File: src/hw/wdt_cfg.svh
// Constants for the watchdog timer: register indices, fields, reset values and counts
// Notes on behaviour
// Fifteen-bit counter decrements once per count tick
// Protection off: ticks come from CPU clock
// Protection on: ticks come from 125 kHz oscillator
// Write 00h then FFh reloads; reset, underflow too
// Protection off: period is ratio times 32768 clocks
// Protection on: period is 4096 oscillator cycles
// Autostart disabled: stopped until start register written
// Autostart enabled: counts right after reset
// Protection off: freeze in stop, wait, hold
// Protection on: keep counting, refuse stop mode; code blocks stop entry only once the watchdog has started
// Protection off: underflow gives interrupt or reset
// Protection on: underflow always gives reset
// Protection set by writing 0 then 1; never cleared
// Protection-at-reset option loads protect register 80h
// Option byte from flash, erased value FFh
// Protection-at-reset also needs autostart enabled; code sets protection from the option bit 7 alone, whatever the autostart bit
// Program cannot change the autostart option bit
// Prescaler cleared only by reset, not refresh
`ifndef WDT_CFG_SVH
`define WDT_CFG_SVH

// Register word indices, byte address is four times the index
`define WDT_IDX_REFRESH 30'h00000000
`define WDT_IDX_START 30'h00000001
`define WDT_IDX_CONTROL 30'h00000002
`define WDT_IDX_PROTECT 30'h00000003
`define WDT_IDX_STATUS 30'h00000004
`define WDT_IDX_MASK 30'h00000005
`define WDT_IDX_COUNT 30'h00000006
`define WDT_IDX_OPTION 30'h000fffff

// Refresh sequence bytes
`define WDT_REFRESH_FIRST 8'h00
`define WDT_REFRESH_SECOND 8'hff

// Field positions
`define WDT_CTL_PSEL_BIT 7
`define WDT_CTL_URS_BIT 1
`define WDT_CSP_EN_BIT 7
`define WDT_OPT_WDTOFF_BIT 0
`define WDT_OPT_CSPINI_BIT 7
`define WDT_ST_UFL_INT_BIT 0
`define WDT_ST_UFL_RST_BIT 1

// Reset and erased values
`define WDT_CSP_AT_RESET 8'h80
`define WDT_OPT_ERASED 8'hff
`define WDT_CTL_RESET 8'h00

// Counts
`define WDT_CPU_COUNT 32768
`define WDT_CSP_COUNT 4096
`define WDT_PRE_LO 16
`define WDT_PRE_HI 128

// AXI responses
`define WDT_RESP_OKAY 2'h0
`define WDT_RESP_SLVERR 2'h2

`endif

File: src/hw/wdt_pkg.sv
// Types shared by the watchdog timer modules
package wdt_pkg;
	typedef logic [29:0] wdt_idx_t;
	typedef logic [7:0] wdt_byte_t;
	typedef logic [14:0] wdt_count_t;
	typedef enum logic [0:0]
	{
		WDT_SEQ_IDLE = 1'b0,
		WDT_SEQ_ARMED = 1'b1
	} wdt_seq_t;
endpackage : wdt_pkg

File: src/hw/wdt_regbus_if.sv
// Internal register access path between the bus slave and the watchdog core
`timescale 1ns/1ns
interface wdt_regbus_if;
	import wdt_pkg::*;
	logic wr_en;
	wdt_idx_t wr_idx;
	logic [31:0] wr_data;
	logic [3:0] wr_strb;
	logic wr_hit;
	wdt_idx_t rd_idx;
	logic [31:0] rd_data;
	logic rd_hit;
	modport bus (output wr_en, wr_idx, wr_data, wr_strb, rd_idx, input wr_hit, rd_data, rd_hit);
	modport regs (input wr_en, wr_idx, wr_data, wr_strb, rd_idx, output wr_hit, rd_data, rd_hit);
endinterface : wdt_regbus_if

File: src/hw/wdt_sync.sv
// Two-stage synchroniser for signals from another clock
`timescale 1ns/1ns
module wdt_sync #(
	parameter int W = 1
) (
	// Clock and reset
	input wire logic aclk,
	input wire logic aresetn,
	// Data
	input wire logic [W-1:0] async_in,
	output logic [W-1:0] sync_out
);
	logic [W-1:0] meta_r;

	always_ff @(posedge aclk)
	begin
		if (!aresetn)
		begin
			meta_r <= '0;
			sync_out <= '0;
		end
		else
		begin
			meta_r <= async_in;
			sync_out <= meta_r;
		end
	end
endmodule : wdt_sync

File: src/hw/wdt_axil_slave.sv
// AXI4-Lite slave front end for the watchdog registers
`timescale 1ns/1ns
`include "wdt_cfg.svh"
module wdt_axil_slave (
	// Clock and reset
	input wire logic aclk,
	input wire logic aresetn,
	// Write address and data
	input wire logic [31:0] s_awaddr,
	input wire logic s_awvalid,
	output logic s_awready,
	input wire logic [31:0] s_wdata,
	input wire logic [3:0] s_wstrb,
	input wire logic s_wvalid,
	output logic s_wready,
	// Write response
	output logic [1:0] s_bresp,
	output logic s_bvalid,
	input wire logic s_bready,
	// Read address and data
	input wire logic [31:0] s_araddr,
	input wire logic s_arvalid,
	output logic s_arready,
	output logic [31:0] s_rdata,
	output logic [1:0] s_rresp,
	output logic s_rvalid,
	input wire logic s_rready,
	// Register side
	wdt_regbus_if.bus rb
);
	import wdt_pkg::*;

	logic aw_held_r;
	logic w_held_r;
	logic [31:0] awaddr_r;
	logic [31:0] wdata_r;
	logic [3:0] wstrb_r;
	logic do_write;

	assign s_awready = !aw_held_r && !s_bvalid;
	assign s_wready = !w_held_r && !s_bvalid;
	assign s_arready = !s_rvalid;
	// Write fires once both halves are in, whatever order they came in
	assign do_write = aw_held_r && w_held_r && !s_bvalid;
	assign rb.wr_en = do_write;
	assign rb.wr_idx = awaddr_r[31:2];
	assign rb.wr_data = wdata_r;
	assign rb.wr_strb = wstrb_r;
	assign rb.rd_idx = s_araddr[31:2];

	always_ff @(posedge aclk)
	begin
		if (!aresetn)
		begin
			aw_held_r <= 1'b0;
			w_held_r <= 1'b0;
			awaddr_r <= '0;
			wdata_r <= '0;
			wstrb_r <= '0;
			s_bvalid <= 1'b0;
			s_bresp <= `WDT_RESP_OKAY;
		end
		else
		begin
			if (s_awvalid && s_awready)
			begin
				aw_held_r <= 1'b1;
				awaddr_r <= s_awaddr;
			end
			if (s_wvalid && s_wready)
			begin
				w_held_r <= 1'b1;
				wdata_r <= s_wdata;
				wstrb_r <= s_wstrb;
			end
			if (do_write)
			begin
				aw_held_r <= 1'b0;
				w_held_r <= 1'b0;
				s_bvalid <= 1'b1;
				s_bresp <= rb.wr_hit ? `WDT_RESP_OKAY : `WDT_RESP_SLVERR;
			end
			else if (s_bvalid && s_bready)
				s_bvalid <= 1'b0;
		end
	end

	always_ff @(posedge aclk)
	begin
		if (!aresetn)
		begin
			s_rvalid <= 1'b0;
			s_rdata <= '0;
			s_rresp <= `WDT_RESP_OKAY;
		end
		else if (s_arvalid && s_arready)
		begin
			s_rvalid <= 1'b1;
			s_rdata <= rb.rd_data;
			s_rresp <= rb.rd_hit ? `WDT_RESP_OKAY : `WDT_RESP_SLVERR;
		end
		else if (s_rvalid && s_rready)
			s_rvalid <= 1'b0;
	end
endmodule : wdt_axil_slave

File: src/hw/wdt_top.sv
// Watchdog timer core with count source protection and AXI4-Lite registers
//
// The AXI4-Lite register port was left to the implementer.
`timescale 1ns/1ns
`include "wdt_cfg.svh"
module wdt_top #(
	parameter int unsigned CPU_COUNT = `WDT_CPU_COUNT,
	parameter int unsigned CSP_COUNT = `WDT_CSP_COUNT,
	parameter int unsigned PRE_LO = `WDT_PRE_LO,
	parameter int unsigned PRE_HI = `WDT_PRE_HI
) (
	// Clock and reset
	input wire logic aclk,
	input wire logic aresetn,
	// AXI4-Lite write
	input wire logic [31:0] s_awaddr,
	input wire logic s_awvalid,
	output logic s_awready,
	input wire logic [31:0] s_wdata,
	input wire logic [3:0] s_wstrb,
	input wire logic s_wvalid,
	output logic s_wready,
	output logic [1:0] s_bresp,
	output logic s_bvalid,
	input wire logic s_bready,
	// AXI4-Lite read
	input wire logic [31:0] s_araddr,
	input wire logic s_arvalid,
	output logic s_arready,
	output logic [31:0] s_rdata,
	output logic [1:0] s_rresp,
	output logic s_rvalid,
	input wire logic s_rready,
	// Low-speed oscillator and option byte
	input wire logic loco_clk_in,
	input wire wdt_pkg::wdt_byte_t option_select_byte,
	// Power mode status
	input wire logic stop_mode,
	input wire logic wait_mode,
	input wire logic hold_state,
	// Outputs
	output logic wdt_irq,
	output logic wdt_reset_req,
	output logic stop_entry_block
);
	import wdt_pkg::*;

	wdt_regbus_if rb ();

	wdt_axil_slave u_slave (
		.aclk(aclk),
		.aresetn(aresetn),
		.s_awaddr(s_awaddr),
		.s_awvalid(s_awvalid),
		.s_awready(s_awready),
		.s_wdata(s_wdata),
		.s_wstrb(s_wstrb),
		.s_wvalid(s_wvalid),
		.s_wready(s_wready),
		.s_bresp(s_bresp),
		.s_bvalid(s_bvalid),
		.s_bready(s_bready),
		.s_araddr(s_araddr),
		.s_arvalid(s_arvalid),
		.s_arready(s_arready),
		.s_rdata(s_rdata),
		.s_rresp(s_rresp),
		.s_rvalid(s_rvalid),
		.s_rready(s_rready),
		.rb(rb.bus)
	);

	logic loco_s;
	logic loco_d_r;
	logic loco_tick;
	logic [2:0] loco_warm_r;

	wdt_sync #(.W(1)) u_loco_sync (
		.aclk(aclk),
		.aresetn(aresetn),
		.async_in(loco_clk_in),
		.sync_out(loco_s)
	);

	logic init_done_r;
	wdt_byte_t option_r;
	logic started_r;
	logic csp_en_r;
	wdt_seq_t csp_seq_r;
	wdt_seq_t refresh_seq_r;
	wdt_byte_t control_r;
	logic [1:0] status_r;
	logic [1:0] mask_r;
	logic [6:0] pre_r;
	wdt_count_t count_r;

	logic lane0;
	logic wr_refresh;
	logic wr_start;
	logic wr_control;
	logic wr_protect;
	logic wr_status;
	logic wr_mask;
	logic refresh_go;
	logic csp_go;
	logic frozen;
	logic run;
	logic [6:0] pre_max;
	logic cpu_tick;
	logic tick;
	logic underflow;
	logic reset_action;
	wdt_count_t reload;

	assign lane0 = rb.wr_strb[0];
	assign wr_refresh = rb.wr_en && rb.wr_idx == `WDT_IDX_REFRESH && lane0;
	assign wr_start = rb.wr_en && rb.wr_idx == `WDT_IDX_START;
	assign wr_control = rb.wr_en && rb.wr_idx == `WDT_IDX_CONTROL && lane0;
	assign wr_protect = rb.wr_en && rb.wr_idx == `WDT_IDX_PROTECT && lane0;
	assign wr_status = rb.wr_en && rb.wr_idx == `WDT_IDX_STATUS && lane0;
	assign wr_mask = rb.wr_en && rb.wr_idx == `WDT_IDX_MASK && lane0;

	// Option byte index accepts writes but never changes; it lives in flash
	always_comb
	begin
		case (rb.wr_idx)
			`WDT_IDX_REFRESH, `WDT_IDX_START, `WDT_IDX_CONTROL, `WDT_IDX_PROTECT,
			`WDT_IDX_STATUS, `WDT_IDX_MASK, `WDT_IDX_COUNT, `WDT_IDX_OPTION:
				rb.wr_hit = 1'b1;
			default:
				rb.wr_hit = 1'b0;
		endcase
	end

	always_comb
	begin
		rb.rd_hit = 1'b1;
		rb.rd_data = '0;
		case (rb.rd_idx)
			`WDT_IDX_REFRESH: rb.rd_data = '0;
			`WDT_IDX_START: rb.rd_data = '0;
			`WDT_IDX_CONTROL: rb.rd_data = {24'h000000, control_r};
			`WDT_IDX_PROTECT: rb.rd_data = {24'h000000, csp_en_r, 7'h00};
			`WDT_IDX_STATUS: rb.rd_data = {30'h00000000, status_r};
			`WDT_IDX_MASK: rb.rd_data = {30'h00000000, mask_r};
			`WDT_IDX_COUNT: rb.rd_data = {17'h00000, count_r};
			`WDT_IDX_OPTION: rb.rd_data = {24'h000000, option_r};
			default: rb.rd_hit = 1'b0;
		endcase
	end

	// Option byte caught on the first edge after reset release
	always_ff @(posedge aclk)
	begin
		if (!aresetn)
		begin
			init_done_r <= 1'b0;
			option_r <= `WDT_OPT_ERASED;
		end
		else if (!init_done_r)
		begin
			init_done_r <= 1'b1;
			option_r <= option_select_byte;
		end
	end

	always_ff @(posedge aclk)
	begin
		if (!aresetn)
			started_r <= 1'b0;
		else if (!init_done_r)
			started_r <= !option_select_byte[`WDT_OPT_WDTOFF_BIT];
		else if (wr_start)
			started_r <= 1'b1;
	end

	assign csp_go = wr_protect && rb.wr_data[`WDT_CSP_EN_BIT] && csp_seq_r == WDT_SEQ_ARMED;

	// Sticky: only reset clears it, clearing writes are ignored
	always_ff @(posedge aclk)
	begin
		if (!aresetn)
		begin
			csp_en_r <= 1'b0;
			csp_seq_r <= WDT_SEQ_IDLE;
		end
		else if (!init_done_r)
		begin
			csp_en_r <= !option_select_byte[`WDT_OPT_CSPINI_BIT];
			csp_seq_r <= WDT_SEQ_IDLE;
		end
		else if (wr_protect)
		begin
			if (csp_go)
				csp_en_r <= 1'b1;
			case (csp_seq_r)
				WDT_SEQ_IDLE: csp_seq_r <= rb.wr_data[`WDT_CSP_EN_BIT] ? WDT_SEQ_IDLE : WDT_SEQ_ARMED;
				WDT_SEQ_ARMED: csp_seq_r <= rb.wr_data[`WDT_CSP_EN_BIT] ? WDT_SEQ_IDLE : WDT_SEQ_ARMED;
				default: csp_seq_r <= WDT_SEQ_IDLE;
			endcase
		end
	end

	assign refresh_go = wr_refresh && refresh_seq_r == WDT_SEQ_ARMED &&
		rb.wr_data[7:0] == `WDT_REFRESH_SECOND;

	always_ff @(posedge aclk)
	begin
		if (!aresetn)
			refresh_seq_r <= WDT_SEQ_IDLE;
		else if (wr_refresh)
		begin
			case (refresh_seq_r)
				WDT_SEQ_IDLE:
					refresh_seq_r <= (rb.wr_data[7:0] == `WDT_REFRESH_FIRST) ? WDT_SEQ_ARMED : WDT_SEQ_IDLE;
				WDT_SEQ_ARMED:
					refresh_seq_r <= (rb.wr_data[7:0] == `WDT_REFRESH_FIRST) ? WDT_SEQ_ARMED : WDT_SEQ_IDLE;
				default:
					refresh_seq_r <= WDT_SEQ_IDLE;
			endcase
		end
	end

	always_ff @(posedge aclk)
	begin
		if (!aresetn)
			control_r <= `WDT_CTL_RESET;
		else if (wr_control)
			control_r <= rb.wr_data[7:0];
	end

	always_ff @(posedge aclk)
	begin
		if (!aresetn)
			loco_d_r <= 1'b0;
		else
			loco_d_r <= loco_s;
	end

	// Synchroniser restarts from zero; a high pin at release is no edge
	always_ff @(posedge aclk)
	begin
		if (!aresetn)
			loco_warm_r <= 3'h0;
		else
			loco_warm_r <= {loco_warm_r[1:0], 1'b1};
	end

	assign loco_tick = loco_s && !loco_d_r && loco_warm_r[2];
	// Protection keeps counting through low-power states
	assign frozen = !csp_en_r && (stop_mode || wait_mode || hold_state);
	assign run = init_done_r && started_r && !frozen;
	assign pre_max = control_r[`WDT_CTL_PSEL_BIT] ? 7'(PRE_HI - 1) : 7'(PRE_LO - 1);
	assign cpu_tick = run && !csp_en_r && pre_r >= pre_max;
	assign tick = csp_en_r ? (run && loco_tick) : cpu_tick;
	assign reload = csp_en_r ? 15'(CSP_COUNT - 1) : 15'(CPU_COUNT - 1);
	assign underflow = tick && count_r == '0;
	assign reset_action = csp_en_r || control_r[`WDT_CTL_URS_BIT];

	// Refresh leaves the prescaler alone, so a period may run one step short
	always_ff @(posedge aclk)
	begin
		if (!aresetn)
			pre_r <= '0;
		else if (run && !csp_en_r)
			pre_r <= cpu_tick ? 7'h00 : pre_r + 7'h01;
	end

	always_ff @(posedge aclk)
	begin
		if (!aresetn)
			count_r <= 15'(CPU_COUNT - 1);
		else if (!init_done_r)
			count_r <= option_select_byte[`WDT_OPT_CSPINI_BIT] ? 15'(CPU_COUNT - 1) :
				15'(CSP_COUNT - 1);
		else if (refresh_go || csp_go || underflow)
			count_r <= csp_go ? 15'(CSP_COUNT - 1) : reload;
		else if (tick)
			count_r <= count_r - 15'h0001;
	end

	always_ff @(posedge aclk)
	begin
		if (!aresetn)
			wdt_reset_req <= 1'b0;
		else
			wdt_reset_req <= underflow && reset_action;
	end

	// Hardware set beats a same-cycle clear
	always_ff @(posedge aclk)
	begin
		if (!aresetn)
			status_r <= 2'h0;
		else
		begin
			if (wr_status)
				status_r <= status_r & ~rb.wr_data[1:0];
			if (underflow && !reset_action)
				status_r[`WDT_ST_UFL_INT_BIT] <= 1'b1;
			if (underflow && reset_action)
				status_r[`WDT_ST_UFL_RST_BIT] <= 1'b1;
		end
	end

	always_ff @(posedge aclk)
	begin
		if (!aresetn)
			mask_r <= 2'h0;
		else if (wr_mask)
			mask_r <= rb.wr_data[1:0];
	end

	assign wdt_irq = |(status_r & mask_r);
	assign stop_entry_block = csp_en_r && started_r;
endmodule : wdt_top

File: config.mk
export PLATFORM = sky130hd
export DESIGN_NAME = wdt_top
export DESIGN_NICKNAME = d
export VERILOG_FILES = /design/src/hw/wdt_pkg.sv /design/src/hw/wdt_regbus_if.sv /design/src/hw/wdt_sync.sv /design/src/hw/wdt_axil_slave.sv /design/src/hw/wdt_top.sv
export VERILOG_INCLUDE_DIRS = /design/src /design/src/hw
export SDC_FILE = /design/constraint.sdc
export NUM_CORES = 1
export LEC_CHECK = 0
export BUFFER_PORTS_ARGS = -buffer_cell sky130_fd_sc_hd__buf_2
export CAP_MARGIN = 20
export CORE_MARGIN = 3
export CORE_UTILIZATION = 50
export CTS_CLUSTER_SIZE = 14
export DETAILED_ROUTE_END_ITERATION = 12
export PLACE_DENSITY = 0.79
export SETUP_SLACK_MARGIN = 0.3
export SYNTH_ARGS = -nofsm -noshare
export SYNTH_HDL_FRONTEND = slang
export SYNTH_SLANG_ARGS = --single-unit
export TNS_END_PERCENT = 20
File: constraint.sdc
create_clock -name aclk -period 3 [get_ports aclk]
set_input_delay 0.6 -clock aclk [delete_from_list [all_inputs] [get_ports aclk]]
set_output_delay 0.6 -clock aclk [all_outputs]
set_load 0.05 [all_outputs]
==> results.toml, run 1 <==
[route]
vias = 4887
drt_iter0_markers = 290
drcViolationCount = 0
wire_per_inst_um = 14.8
via_per_inst = 5.53
antenna_left = 0
dr.pass1.iters = 5
wl_um = 13100

[layout]
antennaDiodeCount = 0
area_growth_pct = 23.2
layout.nets = 863
layout-drive-gt1-share_pct = 21.3
finalNonFillerCells = 883

[yosys]
synth_area_leaders = "dfxtp_1 44%, nand2_1 9.4%, a21oi_1 6.7%"
yosysMostFrequentCell = "nand2_1"
synthFlopType = "dfxtp_1"
ys_ff_latch = 113
ys_types = 55
seq_area_frac_synth_pct = 44.0
async_reset_ff_share_pct = 0
synth_top_family_by_area = "simple AND/OR/NAND/NOR gates"
yosys.area.top_type = "dfxtp_1"
syn_inst = 624
yosysWarnings = 0
post_synth.cell_area_avg_um2 = 8.24
post_synth_fa_ha_maj_area_fraction_pct = 1.46
synth_xor_area_share_pct = 1.02
synth_compound_gate_area_share_pct = 16.7
synth-simple-area-share_pct = 27.2
syn_area_um2 = 5140
synth.area.mux_share_pct = 3.75
synth_top_area_share_pct = 44.0
synth_common_cells = "129 x nand2_1, 113 x dfxtp_1, 69 x a21oi_1"
synth_edf_count = 0

[place]
placedCellCount = 851
pre_cts_slack_ns = 0.329
place.gp.congestion = 0.889
post-dp-hpwl_um = 9490
portBuffers = 112

[grt]
grt_max_degree = 76
antenna_found_initial = 0
grtUsageTotal_pct = 23.4
first_global_vias = 4680
overflow = 0
grt_pass1_wl_um = 21400

[floorplanning]
io_pins = 163
die-area_um2 = 11500
die_y_um = 107
row_count = 36
die_w_um = 107
core-area_um2 = 9860
initial_core_util_pct = 52.1

[setup_path]
critPathRequiredTime_ns = 3.45
start_kind = "register"
arrival_ns = 3.04
regToRegSetupSlack_ns = 0.41
crit_path_max_fanout = 8
worstSetupPathType = "reg2reg"
critPathLaunch = "control_r[7]"
timing.rr.start = "control_r[7]"
crit_path_end = "count_r[13]"
r2r_end = "count_r[13]"
critPathCaptureType = "register"
r2r_cells = 9

[power]
vdd_drop_max_mv = 0.427
p_per_area_nw_per_um2 = 622
power.leakage_nw = 2.69

[clock_tree]
clk_pin_slew_ns = 0.06
cts_sinks = 113
clockBufferDepth = 2
cts_tree = "done"
postCtsSetupBuffers = 0
cts-root-buf = "clkbuf_8"
hold_buffers = 0
cts_buffers = 17
worstSkewPairLatency_ns = 0.52
cts-resized-gates = 0
htree_levels = 4

[sta]
setup_slack_ns = 0.405
setup_viol = 0
hold_slack_ns = 0.268
timing_worst_slew_pin_value_ns = 0.989
final-hold-violation-count = 0
rsz0062_at_grt = "true"
period_share_pct = 86.5
final.setup_skew_ns = 0.00790
setup_tns_ns = 0
fmax_mhz = 385
maxSlewViolCount = 0
finalCriticalPeriod_ns = 2.59
relSlewSlack_pct = 34.1

[worst_hold_path]
hold_class = "in2reg"

[status]
outcome = "finished, final reports clean"

[run]
cap_violations = 0
-- flip-flops by register name (all words and copies together), names as in the netlist, 2 cells and up --
signal,cells
status_r,2
mask_r,2
control_r,8
u_slave.rb.wr_data,8
pre_r,7
loco_warm_r,3
u_slave.awaddr_r,30
u_slave.s_rdata,15
count_r,15
option_r,8
-- critical path, cell delays in order (launching register included) --
cell and delay, ns:
dfxtp_1 0.39, inv_1 0.11, ha_1 0.34, a21oi_1 0.16, nand2_1 0.10, o21a_1 0.26, or4_1 0.71, nand2b_4 0.17
o31a_1 0.14, a2bb2oi_1 0.15
-- stage by stage --
stage,utilization [%],instance area (um^2),power (mW)
5_1_grt,64.2,6330,4.08
2_1_floorplan,-,5210,1.93
3_3_place_gp,58.3,5750,2.02
6_report,64.2,6330,3.94
4_1_cts,64.1,6330,3.96
3_5_place_dp,58.3,5750,2.04
-- cell families after synthesis --
family | count (synthesis)
AND/OR/NAND/NOR | 284
other | 1
multiplexers | 19
flip-flops | 113
XOR/XNOR | 6
adder cells (fa/ha/maj) | 6
buffers and inverters | 58
AO/OA/AOI/OAI | 137
-- layout make-up --
cell class	count	area (um^2)
Fill cell	822	3530
Tap cell	133	166
Multi-Input combinational cell	471	2650
Clock buffer	27	502
Timing Repair Buffer	122	636
Clock inverter	4	72.6
Inverter	13	48.8
Sequential cell	113	2260
-- layout by cell type, fill, tap and decap left out, types with 17 or more instances in the layout --
| cell type | n |
|---|---|
| dfxtp_1 | 113 |
| nor2_1 | 46 |
| a21oi_1 | 69 |
| nand3_1 | 20 |
| nand4_1 | 21 |
| buf_2 | 112 |
| mux2i_1 | 17 |
| nor4_1 | 17 |
| o21ai_0 | 20 |
| nand2_1 | 129 |
| conb_1 | 19 |
-- power breakdown --
part	leakage [nW]	internal (mW)	switching (mW)
Combinational	1.48	0.125	0.256
Clock	0.279	1.29	0.645
Sequential	0.924	1.57	0.0604
-- layer usage --
layer | routed length, um | up-vias | part of all wire [%] | global-route usage (%)
met5 | 0 | - | 0 | 0
met4 | 341 | 0 | 2.6 | 9.74
met3 | 987 | 29 | 7.5 | 6.96
met2 | 6340 | 203 | 48 | 39.7
met1 | 5410 | 2246 | 41 | 27.5
li1 | - | 2409 | - | -
-- worst min path at each step --
stage / startpoint / end / slack (ns) / depth (start not counted)
global route: s_rready / u_slave.s_rvalid / 0.26 / 2
CTS: s_rready / u_slave.s_rvalid / 0.25 / 2
global placement: loco_warm_r[1] / loco_warm_r[2] / 0.42 / 1
finish: s_rready / u_slave.s_rvalid / 0.27 / 2
floorplan: loco_warm_r[1] / loco_warm_r[2] / 0.41 / 1
detailed placement: u_loco_sync.meta_r / u_loco_sync.sync_out / 0.42 / 1
Note: power is estimated with default switching activity, not from simulation.
==> inputs of run 2 (changes only) <==
- CORE_UTILIZATION: 50 -> 46
- CTS_BUF_LIST: default -> sky130_fd_sc_hd__clkbuf_16
- PLACE_DENSITY: 0.79 -> 0.73
- clock period: 3 -> 2.2 ns (I/O delays scaled with it)
==> results.toml, run 2 (same netlist as run 1, synthesis figures left out) <==
[status]
outcome = "complete, but fails checks"
violations = "setup timing"

[setup_path]
start_kind = "register"
crit_path_max_fanout = 4
cpLargestDelayFamily = "simple AND/OR/NAND/NOR gates"
cp_cell_sequence = "nor4_2 -> buf_4 -> nand4_1 -> buf_4 -> nor4b_4 -> or4_4 -> nand2b_4 -> o31a_1 -> a2bb2oi_1"
critPathBufInv = 2
timing.rr.start = "u_slave.awaddr_r[26]"
max_stage_delay_ns = 0.39
critPathCaptureType = "register"
arrival_ns = 2.53
slowest_stage = "nor4b_4"
critPathMostFrequentCell = "buf_4"
worstSetupPathType = "reg2reg"
critPathLaunch = "u_slave.awaddr_r[26]"
critPathRequiredTime_ns = 2.50

[route]
wire_per_inst_um = 15.3
top_layer = "met4"
vias = 5092
dr.pass1.iters = 5
antenna_left = 0
via_per_inst = 5.41
wl_met3_um = 724
wl_um = 14400
drcViolationCount = 0
wl_met1_um = 6220
wl_met2_um = 7130
drt_iter0_markers = 270

[floorplanning]
die_w_um = 112
io_pins = 163
core-area_um2 = 10600
row_count = 37
die_y_um = 112
initial_core_util_pct = 48.5
die-area_um2 = 12500

[layout]
largest_register_ffs = 30
finalNonFillerCells = 941
area_growth_pct = 38.7
layout_commonest_cell = "nand2_1"
layout.nets = 917
largestRegisters = "u_slave.awaddr_r x30, count_r x15, u_slave.s_rdata x15"
fin_area_um2 = 7130
antennaDiodeCount = 0
final_cell_mix = "128 x nand2_1, 105 x dfxtp_1, 105 x buf_2"
layout-drive-gt1-share_pct = 33.3
regMostFlops = "u_slave.awaddr_r"
nFillCells = 841

[grt]
grt_max_degree = 76
antenna_found_initial = 0
first_global_vias = 5027
grt_pass1_wl_um = 23500
grtUsageTotal_pct = 22.9
overflow = 0

[sta]
maxSlewViolCount = 0
setup_tns_ns = -0.0742
setup_slack_ns = -0.0380
fmax_mhz = 447
hold_slack_ns = 0.217
finalCriticalPeriod_ns = 2.24
final-hold-violation-count = 0
final.setup_skew_ns = 0.00784
setup_viol = 2
relSlewSlack_pct = 46.6
rsz0062_at_grt = "true"
timing_worst_slew_pin_value_ns = 0.800
period_share_pct = 102

[place]
portBuffers = 112
placedCellCount = 900
place.gp.congestion = 0.862
dpl_cell_area_um2 = 6220
post-dp-hpwl_um = 10300

[power]
p_per_area_nw_per_um2 = 788
vdd_drop_max_mv = 0.613
power.leakage_nw = 3.05

[clock_tree]
htree_levels = 4
hold_buffers = 0
cts_buffers = 17
cts-root-buf = "clkbuf_16"
cts_sinks = 113
worstSkewPairLatency_ns = 0.41
clk_pin_slew_ns = 0.05
cts_tree = "done"
clockBufferDepth = 2

[run]
cap_violations = 0

[worst_hold_path]
hold_class = "in2reg"
min_from = "s_rready"
-- run 2: changes by cell type in the layout (fill, tap and decap cells not counted), moves of 6 or more --
cell      delta
buf_2        -7
buf_4       +44
buf_6       +16
clkbuf_8     -6
dfxtp_1      -8
dfxtp_2      +7
nor4_1       -8
o21ai_0     -10
o21ai_2      +9
-- run 2: stage by stage --
| stage | power, mW | utilization [%] | worst slack, ns |
|---|---|---|---|
| after floorplan | 2.63 | - | 0.0467 |
| after global placement | 2.83 | 58.6 | -0.0823 |
| after detailed placement | 2.85 | 58.6 | -0.146 |
| after CTS | 5.62 | 65.9 | -0.0281 |
| after global routing | 5.82 | 67.3 | -0.178 |
| final | 5.62 | 67.3 | -0.0380 |
-- run 2: final timing paths --
check | end | slack [ns] | depth (start not counted)
worst min register to register | u_loco_sync.sync_out | 0.44 | 1
worst min-delay path | u_slave.s_rvalid | 0.22 | 2
worst max-delay path | count_r[14] | -0.04 | 9
worst max register to register | count_r[14] | -0.04 | 9
-- run 2: layout make-up --
class	count	area (um^2)	area share (%)
multi-input combinational	471	2910	40.8
clock buffer	17	425	5.97
inverter	13	53.8	0.755
tap	136	170	2.39
sequential	113	2270	31.9
timing repair buffer	176	1130	15.8
clock inverter	15	168	2.35
-- run 2: per-layer routing --
layer / up-vias / track usage, %
met5: - / 0
met4: 0 / 8.11
met3: 30 / 5.65
met2: 141 / 39.6
met1: 2393 / 27.7
li1: 2528 / -
-- run 2: repair_timing --
action                     CTS  global route
cloned                       0             0
resized for setup           43            24
setup endpoints to repair   29            43
pin swaps                   27            42
setup buffers                4             5
-- run 2: power by group --
group          leakage, nW  internal [mW]  switching, mW  total [mW]
Sequential           0.927           2.14         0.0738        2.21
Combinational         1.84          0.255          0.397       0.652
Clock                0.282           1.77          0.985        2.75
-- run 2: worst register-to-register path, delay by kind of cell, from the launching register on --
| family | cells | cell delay, ns |
|---|---|---|
| and+or+nand+nor | 5 | 1.07 |
| AOI/OAI and AO/OA | 2 | 0.41 |
| buffers and inverters | 2 | 0.33 |
| DFF | 1 | 0.32 |
==> inputs of run 3 (changes only) <==
- MAX_ROUTING_LAYER: default -> met4
==> results.toml, run 3 (same netlist as run 1, synthesis figures left out) <==
[worst_hold_path]
hold_depth = 2
hold_class = "in2reg"

[sta]
rsz0062_at_grt = "true"
period_share_pct = 104
fmax_mhz = 439
timing_worst_slew_pin_value_ns = 0.783
relSlewSlack_pct = 47.8
setup_viol = 3
final.setup_skew_ns = 0.0128
final-hold-violation-count = 0
finalCriticalPeriod_ns = 2.28
setup_slack_ns = -0.0793
maxSlewViolCount = 0
setup_tns_ns = -0.153

[grt]
grt_pass1_wl_um = 23700
overflow = 0
antenna_found_initial = 0
grtUsageTotal_pct = 23.8
grt_max_degree = 76
first_global_vias = 5069

[setup_path]
cp.depth = 9
cp_cell_sequence = "nor4_2 -> buf_4 -> nand4_1 -> buf_6 -> nor4_4 -> a41oi_2 -> o21a_2 -> o31a_1 -> a2bb2oi_1"
critPathRequiredTime_ns = 2.48
slowest_stage = "dfxtp_2"
critPathBufInv = 2
worstSetupPathType = "reg2reg"
start_kind = "register"
r2r_cells = 9
crit_path_max_fanout = 5
arrival_ns = 2.56
critPathCaptureType = "register"
cpLargestDelayFamily = "compound AO/OA/AOI/OAI gates"
max_stage_delay_ns = 0.32

[clock_tree]
clk_pin_slew_ns = 0.05
cts_sinks = 113
htree_levels = 4
worstSkewPairLatency_ns = 0.41
clockBufferDepth = 2
cts-root-buf = "clkbuf_16"
hold_buffers = 0
cts_buffers = 17
cts_tree = "done"

[power]
p_sw_mw = 1.35
switching_share_pct = 25.2
internal_power_mw = 4.01
p_clk_share_pct = 46.4
p_comb_share_pct = 12.2
vdd_drop_max_mv = 0.613
power_mw = 5.35
p_per_area_nw_per_um2 = 757
pwr-share-seq_pct = 41.4
power.leakage_nw = 3.06

[floorplanning]
core-area_um2 = 10600
initial_core_util_pct = 48.5
die_y_um = 112
row_count = 37
die-area_um2 = 12500
die_w_um = 112
io_pins = 163

[route]
vias = 5101
drt_iter0_markers = 238
wl_um = 14300
via_per_inst = 5.41
drcViolationCount = 0
dr.pass1.iters = 4
wire_per_inst_um = 15.2
antenna_left = 0

[status]
outcome = "complete, but fails checks"
violations = "setup timing"

[layout]
fin_area_um2 = 7070
layout.nets = 921
largestRegisters = "u_slave.awaddr_r x30, count_r x15, u_slave.s_rdata x15"
finalNonFillerCells = 943
layout-drive-gt1-share_pct = 33.3
antennaDiodeCount = 0
layout_commonest_cell = "nand2_1"
largest_register_ffs = 30
area_growth_pct = 37.4
final_cell_mix = "125 x nand2_1, 112 x buf_2, 105 x dfxtp_1"
regMostFlops = "u_slave.awaddr_r"

[place]
portBuffers = 112
placedCellCount = 903
dpl_cell_area_um2 = 6240
post-dp-hpwl_um = 10400
place.gp.congestion = 0.884

[run]
cap_violations = 0
-- run 3: cell types whose count changed in the layout (fill, tap and decap cells not counted), moves of 4 or more --
| cell | previous run | this run |
|---|---|---|
| buf_6 | 16 | 7 |
| buf_2 | 105 | 112 |
| buf_4 | 54 | 60 |
| inv_1 | 12 | 16 |
-- run 3: stage by stage --
stage / worst slack [ns] / utilization, % / hold WS, ns
after floorplan: 0.0467 / - / 0.412
after global placement: -0.0976 / 58.8 / 0.416
after detailed placement: -0.165 / 58.8 / 0.420
after CTS: -0.0459 / 65.9 / 0.201
after global routing: -0.148 / 66.6 / 0.222
final: -0.0793 / 66.6 / 0.209
-- run 3: area by class of cell --
type                            count  area, um^2
Multi-Input combinational cell    471        2930
Tap cell                          136         170
Clock inverter                     13         109
Inverter                           13        53.8
Clock buffer                       17         425
Timing Repair Buffer              180        1100
Fill cell                         864        3540
Sequential cell                   113        2270
-- run 3: what timing repair did --
item | CTS | global route
pin swaps | 40 | 16
resized for setup | 55 | 11
setup buffers | 6 | 4
endpoints found under the setup margin | 30 | 46
-- run 3: power by group through the flow --
stage | sequential, mW | clock, mW | combinational [mW]
final | 2.21 | 2.48 | 0.654
after global routing | 2.22 | 2.60 | 0.717
after CTS | 2.21 | 2.53 | 0.639
after detailed placement | 2.25 | 0 | 0.610
after global placement | 2.24 | 0 | 0.593
after floorplan | 2.25 | 0 | 0.378
-- run 3: metal layers --
| metal | part of all wire, % | global-route usage, % | routed length (um) | vias up |
|---|---|---|---|---|
| met5 | 0 | - | 0 | - |
| met4 | 2.8 | 9.33 | 404 | 0 |
| met3 | 5.1 | 5.05 | 731 | 35 |
| met2 | 50 | 40.0 | 7190 | 161 |
| met1 | 42 | 27.8 | 6020 | 2377 |
| li1 | - | - | - | 2528 |
-- run 3: path summary, 6_finish.rpt --
path,startpoint,endpoint,slack (ns)
worst min-delay path,s_rready,u_slave.s_rvalid,0.21
worst max-delay path,u_slave.awaddr_r[26],count_r[13],-0.08
worst max register to register,u_slave.awaddr_r[26],count_r[13],-0.08
worst min register to register,loco_warm_r[1],loco_warm_r[2],0.43
